## src/fprd_pkg.sv

```systemverilog
// fprd_pkg: constants, codes and carriers of the fp rounding/denormal unit
// assumes one clock domain; shared by the control module and the bench
package fprd_pkg;
	// rounding-mode codes in the env register field
	typedef enum logic [1:0] {
		RM_NEAR = 2'h0, // nearest, ties to even
		RM_POS  = 2'h1, // toward +inf
		RM_NEG  = 2'h2, // toward -inf
		RM_ZERO = 2'h3  // truncate
	} fprd_rm_t;
	// operation classes seen at issue
	typedef enum logic [3:0] {
		OP_ARITH = 4'h0, // add sub mul div sqrt
		OP_MAC   = 4'h1, // multiply-accumulate
		OP_MSM   = 4'h2, // multiply-sum
		OP_MTACC = 4'h3, // move to accumulator
		OP_MFACC = 4'h4, // move from accumulator
		OP_CONV  = 4'h5, // format convert
		OP_CMP   = 4'h6, // compare
		OP_CLASS = 4'h7, // classify
		OP_SDMUL = 4'h8, // single_to_double_multiply
		OP_GEZ   = 4'h9  // signed >= 0 boolean
	} fprd_op_t;
	localparam logic [2:0]  CONV_USE_ENV  = 3'h4;  // convert_round_field
	localparam logic [3:0]  MAC_FUNC_INIT = 4'h4;  // product plus 0.0
	localparam logic [3:0]  ENV_OFF       = 4'h0;  // env register
	localparam logic [3:0]  STAT_OFF      = 4'h4;  // status register
	localparam int          ENV_RM_POS    = 0;     // rounding_mode_field
	localparam int          ENV_FF_POS    = 2;     // denormal_flush_select
	localparam int          STAT_BUSY_POS = 0;     // accumulator busy [3:0]
	localparam int          STAT_UF_POS   = 4;     // sticky underflow
	localparam int          STAT_NX_POS   = 5;     // sticky inexact
	localparam logic [1:0]  ENV_RM_RST    = 2'h0;  // nearest after reset
	localparam logic        ENV_FF_RST    = 1'b0;  // full denormals
	localparam int          DN_EXTRA      = 2;     // slow denormal cycles
	localparam logic [1:0]  RESP_OKAY     = 2'h0;  // axi okay
	localparam logic [1:0]  RESP_SLVERR   = 2'h2;  // axi slave error
	// issued instruction
	typedef struct packed {
		fprd_op_t    op;       // class
		logic        dbl;      // operand precision
		logic        acc_dbl;  // accumulator precision
		logic [1:0]  acc_num;  // accumulator select
		logic [3:0]  mac_func; // mac function field
		logic [2:0]  conv_rnd; // convert_round_field
		logic [63:0] a;        // source a
		logic [63:0] b;        // source b
	} fprd_iss_t;
	// control carried down the datapath and echoed back
	typedef struct packed {
		fprd_rm_t    rm;       // effective mode
		logic        flush;    // effective flush
		logic        dbl;      // result precision
		logic        acc_wr;   // result goes to accumulator
		logic [1:0]  acc_num;  // target accumulator
	} fprd_ctl_t;
	// unrounded result from the datapath
	typedef struct packed {
		fprd_ctl_t   ctl;      // echoed control
		logic        sign;     // sign
		logic [10:0] exp;      // biased exp, 0 when tiny
		logic [51:0] frac;     // fraction, single in [22:0]
		logic        grd;      // guard bit
		logic        stk;      // sticky bit
	} fprd_raw_t;
endpackage : fprd_pkg
```

## src/fprd_ctrl.sv

```systemverilog
// fprd_ctrl: rounding, denormal flush and fp accumulators of the fpu
// assumes issue logic and datapath share aclk; axi4-lite slave for regs
//
// The register addresses and the AXI4-Lite slave port are this design's own decisions.
`timescale 1ns/10ps
// Overview of operation
// - nearest rounding, ties pick even lsb
// - toward plus infinity rounds up
// - toward minus infinity rounds down
// - toward zero truncates magnitude
// - env field sets mode for arithmetic
// - convert uses env mode only for 100
// - compare, class, widening multiply ignore mode
// - flush select bit enables fast float
// - denormal source becomes signed zero
// - operand flush raises no inexact
// - operand flush costs no cycles
// - tiny result flushes, underflow and inexact
// - mac, multiply-sum and move-to-accumulator always flush denormals
// - full denormals may take extra cycles
// - four accumulators selected by number
// - accumulator format independent of operands
// - function four ignores old accumulator
// - stall on busy accumulator only
// - boolean lives in the msb
// - ge-zero gives complement of boolean
module fprd_ctrl #(
	parameter int NACC = 4 // accumulator count
) (
	input  wire logic              aclk,     // 25 MHz clock
	input  wire logic              aresetn,  // sync reset, low
	input  wire logic [3:0]        awaddr,   // write address
	input  wire logic              awvalid,  // write address valid
	output logic                   awready,  // write address ready
	input  wire logic [31:0]       wdata,    // write data
	input  wire logic [3:0]        wstrb,    // write strobes
	input  wire logic              wvalid,   // write data valid
	output logic                   wready,   // write data ready
	output logic [1:0]             bresp,    // write response
	output logic                   bvalid,   // write response valid
	input  wire logic              bready,   // write response ready
	input  wire logic [3:0]        araddr,   // read address
	input  wire logic              arvalid,  // read address valid
	output logic                   arready,  // read address ready
	output logic [31:0]            rdata,    // read data
	output logic [1:0]             rresp,    // read response
	output logic                   rvalid,   // read data valid
	input  wire logic              rready,   // read data ready
	input  wire logic              iss_valid,// instruction offered
	output logic                   iss_ready,// instruction taken
	input  wire fprd_pkg::fprd_iss_t iss,    // instruction
	output logic                   op_valid, // operands out valid
	output logic [63:0]            opa_out,  // flushed operand a
	output logic [63:0]            opb_out,  // flushed operand b
	output logic [63:0]            acc_out,  // accumulator operand
	output fprd_pkg::fprd_ctl_t    ctl_out,  // control for datapath
	output logic [31:0]            bool_out, // ge-zero boolean
	input  wire logic              raw_valid,// unrounded result valid
	input  wire fprd_pkg::fprd_raw_t raw,    // unrounded result
	output logic                   res_valid,// rounded result valid
	output logic [63:0]            res_data, // rounded result
	output logic [1:0]             res_flags // {underflow, inexact}
);
	import fprd_pkg::*;

	// elaboration guard: scoreboard and status map hold four accumulators
	if (NACC != 4) begin : g_nacc_bad
		$error("fprd_ctrl serves exactly four accumulators");
	end

	// true when v holds a denormal of the given precision
	function automatic logic is_dn(input logic [63:0] v, input logic d);
		if (d)
			return (v[62:52] == 11'h0) && (v[51:0] != 52'h0);
		return (v[30:23] == 8'h0) && (v[22:0] != 23'h0);
	endfunction : is_dn

	// denormal to zero of same sign, anything else untouched
	function automatic logic [63:0] flush_v(input logic [63:0] v,
			input logic d, input logic f);
		if (!(f && is_dn(v, d)))
			return v;
		if (d)
			return {v[63], 63'h0};
		return {v[63:32], v[31], 31'h0};
	endfunction : flush_v

	// increment decision of the four modes
	function automatic logic rnd_up(input fprd_rm_t m, input logic s,
			input logic l, input logic g, input logic k);
		case (m)
			RM_NEAR: return g && (k || l);
			RM_POS:  return !s && (g || k);
			RM_NEG:  return s && (g || k);
			RM_ZERO: return 1'b0;
			default: return 1'b0;
		endcase
	endfunction : rnd_up

	// accumulator ops
	function automatic logic acc_op(input fprd_op_t o);
		return o inside {OP_MAC, OP_MSM, OP_MTACC, OP_MFACC};
	endfunction : acc_op

	logic [1:0]     env_rm_r;    // rounding_mode_field
	logic           env_ff_r;    // denormal_flush_select
	logic [NACC-1:0] busy_r;     // accumulator being produced
	logic           uf_r;        // sticky underflow
	logic           nx_r;        // sticky inexact
	logic [63:0]    acc_r [NACC];// first..last_fp_accumulator
	logic [1:0]     slow_cnt_r;  // extra denormal cycles spent
	logic           fire;        // instruction taken
	logic           flush_eff;   // flush for this instruction
	logic           slow_need;   // full denormal path needed
	logic           hazard;      // accumulator not ready
	logic           wr_acc;      // instruction writes accumulator
	fprd_rm_t       rm_eff;      // mode for this instruction
	logic           aw_got_r;    // write address held
	logic           w_got_r;     // write data held
	logic [3:0]     awaddr_r;    // held write address
	logic [31:0]    wdata_r;     // held write data
	logic           wstb_r;      // held lane 0 strobe
	logic           do_wr;       // write performs now
	logic           stat_w1c;    // status write this cycle
	logic           r_tiny;      // result below normal range
	logic           r_inx;       // result inexact
	logic           r_up;        // round increments
	logic [63:0]    r_trunc;     // packed truncated result
	logic [63:0]    r_round;     // packed rounded result

	assign flush_eff = env_ff_r || (iss.op inside {OP_MTACC, OP_MAC, OP_MSM});
	assign wr_acc = iss.op inside {OP_MAC, OP_MSM, OP_MTACC};
	// stall only on the accumulator in use
	assign hazard = acc_op(iss.op) && busy_r[iss.acc_num];
	assign slow_need = !flush_eff
		&& (is_dn(iss.a, iss.dbl) || is_dn(iss.b, iss.dbl));
	assign iss_ready = !hazard && (!slow_need || slow_cnt_r == 2'(DN_EXTRA));
	assign fire = iss_valid && iss_ready;

	// mode selection per operation
	always_comb begin
		rm_eff = fprd_rm_t'(env_rm_r);
		// convert mode from field unless 100
		if (iss.op == OP_CONV && iss.conv_rnd != CONV_USE_ENV)
			rm_eff = fprd_rm_t'(iss.conv_rnd[1:0]);
		if (iss.op inside {OP_CMP, OP_CLASS, OP_SDMUL})
			rm_eff = RM_NEAR;
	end

	// slow denormal cycle counter
	always_ff @(posedge aclk) begin
		if (!aresetn || fire || !slow_need)
			slow_cnt_r <= 2'h0;
		else if (iss_valid && !hazard && slow_cnt_r != 2'(DN_EXTRA))
			slow_cnt_r <= slow_cnt_r + 2'h1;
	end

	// operand stage toward the datapath
	always_ff @(posedge aclk) begin
		if (!aresetn) begin
			op_valid <= 1'b0;
			opa_out  <= 64'h0;
			opb_out  <= 64'h0;
			acc_out  <= 64'h0;
			ctl_out  <= '0;
			bool_out <= 32'h0;
		end else begin
			op_valid <= fire;
			if (fire) begin
				// zero of same sign, no flag
				opa_out <= flush_v(iss.a, iss.dbl, flush_eff);
				opb_out <= flush_v(iss.b, iss.dbl, flush_eff);
				if (iss.op == OP_MAC && iss.mac_func == MAC_FUNC_INIT)
					acc_out <= 64'h0;
				else
					acc_out <= acc_r[iss.acc_num];
				ctl_out.rm      <= rm_eff;
				ctl_out.flush   <= flush_eff;
				ctl_out.dbl     <= wr_acc ? iss.acc_dbl : iss.dbl;
				ctl_out.acc_wr  <= wr_acc;
				ctl_out.acc_num <= iss.acc_num;
				bool_out <= {~iss.a[31], 31'h0};
			end
		end
	end

	// result rounding, tiny detection
	always_comb begin
		r_tiny = raw.exp == 11'h0 && (raw.frac != 52'h0 || raw.grd || raw.stk);
		r_inx = raw.grd || raw.stk;
		r_up = rnd_up(raw.ctl.rm, raw.sign, raw.frac[0], raw.grd, raw.stk);
		if (raw.ctl.dbl)
			r_trunc = {raw.sign, raw.exp, raw.frac};
		else
			r_trunc = {32'h0, raw.sign, raw.exp[7:0], raw.frac[22:0]};
		// carry into the exponent field is the intended renormalise
		if (raw.ctl.dbl)
			r_round = {r_trunc[63], r_trunc[62:0] + 63'(r_up)};
		else
			r_round = {32'h0, r_trunc[31], r_trunc[30:0] + 31'(r_up)};
	end

	// result register and flags
	always_ff @(posedge aclk) begin
		if (!aresetn) begin
			res_valid <= 1'b0;
			res_data  <= 64'h0;
			res_flags <= 2'h0;
		end else begin
			res_valid <= raw_valid;
			if (raw_valid) begin
				if (raw.ctl.flush && r_tiny) begin
					res_data  <= raw.ctl.dbl ? {raw.sign, 63'h0}
						: {32'h0, raw.sign, 31'h0};
					res_flags <= 2'h3;
				end else begin
					res_data  <= r_round;
					res_flags <= {r_tiny && r_inx, r_inx};
				end
			end
		end
	end

	always_ff @(posedge aclk) begin
		if (!aresetn) begin
			for (int i = 0; i < NACC; i++)
				acc_r[i] <= 64'h0;
		end else if (raw_valid && raw.ctl.acc_wr) begin
			acc_r[raw.ctl.acc_num] <= (raw.ctl.flush && r_tiny)
				? (raw.ctl.dbl ? {raw.sign, 63'h0} : {32'h0, raw.sign, 31'h0})
				: r_round;
		end
	end

	// busy scoreboard, set wins over clear
	always_ff @(posedge aclk) begin
		if (!aresetn)
			busy_r <= '0;
		else
			busy_r <= (busy_r & ~((raw_valid && raw.ctl.acc_wr)
				? NACC'(1) << raw.ctl.acc_num : NACC'(0)))
				| ((fire && wr_acc) ? NACC'(1) << iss.acc_num : NACC'(0));
	end

	// axi write channel capture
	assign awready = !aw_got_r && !bvalid;
	assign wready  = !w_got_r && !bvalid;
	assign do_wr   = aw_got_r && w_got_r && !bvalid;
	assign stat_w1c = do_wr && awaddr_r == STAT_OFF && wstb_r;
	always_ff @(posedge aclk) begin
		if (!aresetn) begin
			aw_got_r <= 1'b0;
			w_got_r  <= 1'b0;
			awaddr_r <= 4'h0;
			wdata_r  <= 32'h0;
			wstb_r   <= 1'b0;
			bvalid   <= 1'b0;
			bresp    <= RESP_OKAY;
		end else begin
			if (awvalid && awready) begin
				aw_got_r <= 1'b1;
				awaddr_r <= awaddr;
			end
			if (wvalid && wready) begin
				w_got_r <= 1'b1;
				wdata_r <= wdata;
				wstb_r  <= wstrb[0];
			end
			if (do_wr) begin
				aw_got_r <= 1'b0;
				w_got_r  <= 1'b0;
				bvalid   <= 1'b1;
				bresp    <= (awaddr_r == ENV_OFF || awaddr_r == STAT_OFF)
					? RESP_OKAY : RESP_SLVERR;
			end else if (bready)
				bvalid <= 1'b0;
		end
	end

	// env register, software steers mode and flush
	// two-bit mode code
	always_ff @(posedge aclk) begin
		if (!aresetn) begin
			env_rm_r <= ENV_RM_RST;
			env_ff_r <= ENV_FF_RST;
		end else if (do_wr && awaddr_r == ENV_OFF && wstb_r) begin
			env_rm_r <= wdata_r[ENV_RM_POS +: 2];
			env_ff_r <= wdata_r[ENV_FF_POS];
		end
	end

	// sticky flags, write one clears, a new event wins
	always_ff @(posedge aclk) begin
		if (!aresetn) begin
			uf_r <= 1'b0;
			nx_r <= 1'b0;
		end else begin
			uf_r <= (uf_r && !(stat_w1c && wdata_r[STAT_UF_POS]))
				|| (res_valid && res_flags[1]);
			nx_r <= (nx_r && !(stat_w1c && wdata_r[STAT_NX_POS]))
				|| (res_valid && res_flags[0]);
		end
	end

	// axi read channel
	assign arready = !rvalid;
	always_ff @(posedge aclk) begin
		if (!aresetn) begin
			rvalid <= 1'b0;
			rdata  <= 32'h0;
			rresp  <= RESP_OKAY;
		end else if (arvalid && arready) begin
			rvalid <= 1'b1;
			rresp  <= RESP_OKAY;
			case (araddr)
				ENV_OFF:  rdata <= 32'({env_ff_r, env_rm_r});
				STAT_OFF: rdata <= 32'({nx_r, uf_r, busy_r});
				default: begin
					rdata <= 32'h0;
					rresp <= RESP_SLVERR;
				end
			endcase
		end else if (rready)
			rvalid <= 1'b0;
	end
endmodule : fprd_ctrl

```

## config.mk

```make
export PLATFORM = sky130hd
export DESIGN_NAME = fprd_ctrl
export DESIGN_NICKNAME = d
export VERILOG_FILES = /design/src/fprd_pkg.sv /design/src/fprd_ctrl.sv
export SDC_FILE = /design/constraint.sdc
export NUM_CORES = 1
export LEC_CHECK = 0
export BUFFER_PORTS_ARGS = -buffer_cell sky130_fd_sc_hd__clkbuf_2
export CORE_AREA = 2 2 234 236
export CTS_BUF_LIST = sky130_fd_sc_hd__clkbuf_8
export CTS_CLUSTER_SIZE = 10
export DETAILED_ROUTE_END_ITERATION = 8
export DIE_AREA = 0 0 236 238
export PLACE_DENSITY = 0.72
export SYNTH_ARGS = -nofsm -noshare
export SYNTH_HDL_FRONTEND = slang
export SYNTH_SLANG_ARGS = --single-unit
```

## constraint.sdc

```tcl
create_clock -name aclk -period 3.84 [get_ports aclk]
set_input_delay 0.384 -clock aclk [delete_from_list [all_inputs] [get_ports aclk]]
set_output_delay 0.384 -clock aclk [all_outputs]
set_load 0.02 [all_outputs]
```

# Word-level counts from Yosys, hierarchy flattened
# Memory sizes are Yosys's and may differ from the RTL's.
# Cells that the tools add are included.
dict set report totals {
  reg_bits 330
  latch_bits 0
  ram_bits 256
  romBits 0
  inputBits 269
  output_inout_bits 341
  wordCells 202
  n_memories 1
}
dict set report op_classes {
  n_addsub 3
  n_mul 0
  div 0
  magnitude_cmp 1
  eq_ne 17
  n_shift 2
  n_mux 61
  bitwise_logic 5
  n_reduce_logical 83
}
# memory words width rd rd_clocked_by_memory_dff write_ports line_no
set memory_table {}
lappend memory_table {acc_r 4 64 1 0 4 fprd_ctrl.sv:110} ;# logic [63:0] acc_r [NACC];
# op n
set ops {}
lappend ops {{$mux W64} 14}
lappend ops {{$reduce_bool A52 Y1} 3}
lappend ops {{$reduce_or A64 Y1} 1}
lappend ops {{$add A63 B1 Y63} 1}
lappend ops {{$reduce_bool A23 Y1} 2}
lappend ops {{$logic_and A1 B1 Y1} 39}
lappend ops {{$mux W1} 36}
lappend ops {{$logic_not A11 Y1} 3}
lappend ops {{$add A31 B1 Y31} 1}
lappend ops {{$eq A4 B3 Y1 const B} 7}
lappend ops {{$logic_not A8 Y1} 2}
lappend ops {{$logic_or A1 B1 Y1} 12}
lappend ops {{$mux W2} 6}
lappend ops {{$pmux W6 S2} 1}
lappend ops {{$logic_not A1 Y1} 11}
lappend ops {{$eq A4 B2 Y1 const B} 2}
lappend ops {{$logic_not A4 Y1} 2}
lappend ops {{$mux W4} 2}
lappend ops {{$shl A1 B2 Y4 const A} 2}
lappend ops {{$eq A2 B2 Y1 const B} 3}
lappend ops {{$reduce_bool A3 Y1} 2}
lappend ops {{$and A4 B4 Y4} 1}
lappend ops {{$eq A4 B1 Y1 const B} 1}
lappend ops {{$eq A4 B4 Y1 const B} 1}
lappend ops {{14 further kinds} 17}

# Depth between registers and ports, before layout
dict set report depth {
  depth_word 24
  mapped_depth 16
  depth_no_buf 16
}

# Least setup slack after synthesis
# OpenSTA, ideal clock, no wires.
dict set report synth_timing {
  kind {input to register}
  startpoint {in raw_valid}
  endpoint {mem acc_r[0][0], enable pin}
  arrival_ps 2837
  setup_slack_ps 579
  path_stages 6
  path_buffers 3
  path_cell_list {clkbuf_1 -> nand2_1 -> or3_1 -> clkbuf_1 -> buf_1 -> nand2_1}
}
# element line_no
set synth_lines {}
lappend synth_lines {{start, declared} fprd_ctrl.sv:58} ;# input wire logic raw_valid,
lappend synth_lines {{end, declared} fprd_ctrl.sv:110}

# Worst setup path after layout
dict set report layout_timing {
  startpoint {in iss[23] (netlist bit)}
  endpoint {out iss_ready}
}
dict set report layout_between {
  elab_chain_len 9
  elab_cells_between_ends 11
  cone_classes {mux (2); reduce/logical (9)}
}
# element line_no
set layout_lines {}
lappend layout_lines {{start, declared} fprd_ctrl.sv:51} ;# input wire fprd_pkg::fprd_iss_t iss,
lappend layout_lines {{$reduce_bool A52 Y1} fprd_ctrl.sv:74} ;# return (v[62:52] == 11'h0) && (v[51:0] != 52'h0);
lappend layout_lines {{$logic_and A1 B1 Y1} fprd_ctrl.sv:74}
lappend layout_lines {{$mux W1} fprd_ctrl.sv:73} ;# if (d)
lappend layout_lines {{$mux W1 (*)} fprd_ctrl.sv:75} ;# return (v[30:23] == 8'h0) && (v[22:0] != 23'h0);
lappend layout_lines {{$logic_or A1 B1 Y1 (*)} fprd_ctrl.sv:136} ;# && (is_dn(iss.a, iss.dbl) || is_dn(iss.b, iss.dbl));
lappend layout_lines {{$logic_and A1 B1 Y1 (*)} fprd_ctrl.sv:136}
lappend layout_lines {{$logic_not A1 Y1 (*)} fprd_ctrl.sv:137} ;# assign iss_ready = !hazard && (!slow_need || slow_cnt_r == 2'(DN_EXTRA));
lappend layout_lines {{$logic_or A1 B1 Y1 (*)} fprd_ctrl.sv:137}
lappend layout_lines {{$logic_and A1 B1 Y1 (*)} fprd_ctrl.sv:137}
lappend layout_lines {{end, declared} fprd_ctrl.sv:50} ;# output logic iss_ready,
# Every way passes the cells marked *; elsewhere a longest branch is shown, timed or not. The select of a mux whose other input is x is not followed.

==> impl_metrics.py <==
metrics = {
    "placement": {
        "place_inst": 3474,
        "dpl.hpwl_um": 57100,
        "port_buffers": 520,
        "place.gp.congestion": 0.927,
    },
    "drt": {
        "drc_errors": 0,
        "via_count": 20754,
        "wl_per_cell_um": 22.0,
        "dr.pass1.iters": 5,
        "via_per_inst": 5.48,
        "detail-route-antenna-nets": 0,
        "wirelength_um": 83400,
        "first_iter_violations": 1751,
    },
    "setup_path": {
        "cp.arrival_ps": 3210,
        "crit_required_ps": 3460,
        "end_kind": "output port",
        "reg2reg_to": "opa_out[57]$_SDFFE_PN0P_",
        "cp-startpoint": "iss[23]",
        "path_class": "in -> out",
        "r2r_start": "busy_r[3]$_SDFF_PN0_",
        "crit_end": "iss_ready",
        "startpoint_type": "primary input",
        "worstPathMaxFanout": 7,
        "worstRegToRegCells": 5,
        "r2r_slack_ps": 1070,
    },
    "global_route": {
        "grt_pass1_vias": 20486,
        "grt_usage": 0.290,
        "antenna_found_initial": 5,
        "grt_max_degree": 113,
        "grt_overflow": 0,
        "grt_pass1_wl_um": 124000,
    },
    "sta": {
        "maxSlewHeadroom": 0.245,
        "skew_ps": 44.3,
        "period_share": 0.937,
        "fin_setup_tns_ps": 0,
        "hold_ws_ps": 68.3,
        "rsz0062_at_grt": "no",
        "setup_viol": 0,
        "slew_viol_final": 0,
        "hold_viol": 0,
        "worstMarginPinSlew_ps": 1120,
        "finalCriticalPeriod_ps": 3600,
        "max_freq_ghz": 0.278,
    },
    "run_status": {
        "status": "finished clean",
    },
    "synth": {
        "yosys.area.top_type_share": 0.313,
        "synthTopCellsByArea": "edfxtp_1 (31%), dfxtp_1 (25%), mux2i_1 (7.0%)",
        "synth_common_cells": "nand2_1 (458), dfxtp_1 (301), nor2_1 (284)",
        "yosysTopAreaCell": "edfxtp_1",
        "ys_seq_area_frac": 0.558,
        "yosys_warnings": 0,
        "ys_ff_latch": 557,
        "yosysMostFrequentCell": "nand2_1",
        "syn_area_um2": 24600,
        "async_flop_share": 0,
        "syn_area_per_cell_um2": 10.5,
        "synthFlopType": "dfxtp_1",
        "ys_types": 62,
        "synthCells": 2349,
        "synth_edf_count": 256,
    },
    "flow_run": {
        "cap_violations": 0,
    },
    "final_layout": {
        "fin_nets": 3286,
        "final_core_util": 0.580,
        "area_growth_pct": 26.3,
        "drive_gt1_frac": 0.260,
        "fin_cells": 3787,
    },
    "floorplan": {
        "core-area_um2": 53500,
        "rows": 85,
        "chipHeight_um": 238,
        "dieArea_um2": 56200,
        "ios": 610,
        "floorplan.initialDensity": 0.459,
        "die_w_um": 236,
    },
    "cts": {
        "clock-sinks": 557,
        "htree_levels": 3,
        "cts_root_buf": "clkbuf_8",
        "clock_latency_ps": 690,
        "post_cts_buffers": 0,
        "clk_pin_slew_ps": 60,
        "numCtsBuffers": 92,
        "clk_path_buf_depth": 3,
        "cts_tree": "built",
    },
    "power": {
        "fin_total_pwr_w": 0.0137,
        "irDropWorstVdd_v": 0.000270,
        "p_leak_nw": 13.2,
        "pwr_density_cell_nw_per_um2": 442,
    },
    "hold_path": {
        "worstHoldPathType": "in -> reg",
    },
}
==> worst max-delay path, cell delays in order <==
cell and delay [ps]:
dlygate4sd3_1 560, clkbuf_2 130, nor4_1 540, nand2_1 180, nor4_1 320, a21oi_1 230, o311ai_4 430, and2_1 250
clkbuf_2 190
==> power breakdown <==
group | switching (W) | internal (W)
logic | 0.00119 | 0.000699
clock network | 0.00245 | 0.00262
registers | 0.000172 | 0.00658
total | 0.00381 | 0.00991
==> timing repair <==
item                                    in CTS  in global routing
hold endpoints to repair                   139                  0
endpoints found under the setup margin       0                  0
hold buffers                               140                  0
gates resized for setup                      0                  0
==> layout by cell type (no fill, tap or decap), types with 65 or more instances in the layout <==
cell type	synthesis	routed
clkbuf_2	0	517
nand2_1	458	452
dfxtp_1	301	301
nor2_1	284	283
edfxtp_1	256	256
mux2i_1	173	173
dlygate4sd3_1	0	140
clkbuf_8	0	105
inv_1	56	96
o21ai_0	82	82
nand4_1	69	69
mux4_2	65	65
==> layout make-up <==
type                       instances  area (um^2)
tap                              696          871
fill                            4455        22500
clock buffer                     104         1430
antenna                            5         12.5
sequential                       557        13700
timing repair buffer             719         4580
clock inverter                    64          343
inverter                          57          214
multi-input combinational       1585         9870
==> state kept, by name, indices dropped and copies added, names as in the netlist, 2 cells and up <==
register	cells
slow_cnt_r	2
opb_out	64
res_data	64
res_flags	2
opa_out	64
acc_r	256
acc_out	64
rdata	6
ctl_out	7
env_rm_r	2
awaddr_r	4
wdata_r	5
busy_r	4
==> cell families (layout without fill, tap and decap cells) <==
| group | after synthesis | in the layout | synth area share |
|---|---|---|---|
| AOI/OAI and AO/OA | 164 | 164 | 0.0409 |
| adders and majority gates | 5 | 5 | 0.00255 |
| xor gates and xnor gates | 64 | 64 | 0.0228 |
| other | 1 | 64 | 0.000153 |
| and+or+nand+nor | 1055 | 1055 | 0.193 |
| buffers and inverters | 265 | 944 | 0.0520 |
| DFF | 557 | 557 | 0.558 |
| muxes | 238 | 238 | 0.130 |
==> stage by stage <==
| stage | setup WS, ps | cell area (um^2) |
|---|---|---|
| after detailed placement | 262 | 27900 |
| after floorplan | 579 | 24800 |
| after global placement | 308 | 27900 |
| final | 242 | 31000 |
| after CTS | 315 | 31000 |
| after global routing | 177 | 31000 |
==> layer usage <==
| layer | global-route usage | wire length (um) | vias up |
|---|---|---|---|
| met4 | 0.166 | 4820 | 2 |
| met3 | 0.0661 | 7690 | 227 |
| met2 | 0.471 | 39500 | 1162 |
| met1 | 0.357 | 31400 | 9939 |
| li1 | - | - | 9424 |
| met5 | 0 | 11 | - |
==> worst min path at each step <==
stage | start | to | slack (ps) | cells after the start
global placement | res_data[48]$_SDFFE_PN0P_ | res_data[48]$_SDFFE_PN0P_ | 440 | 2
detailed placement | res_data[54]$_SDFFE_PN0P_ | res_data[54]$_SDFFE_PN0P_ | 440 | 2
CTS | raw[0] | res_flags[0]$_SDFFE_PN0P_ | 6 | 3
finish | raw[0] | res_flags[0]$_SDFFE_PN0P_ | 70 | 3
global route | iss[44] | opb_out[44]$_SDFFE_PN0P_ | 60 | 3
floorplan | busy_r[3]$_SDFF_PN0_ | busy_r[3]$_SDFF_PN0_ | 440 | 2
(Power assumes the default switching activity.)
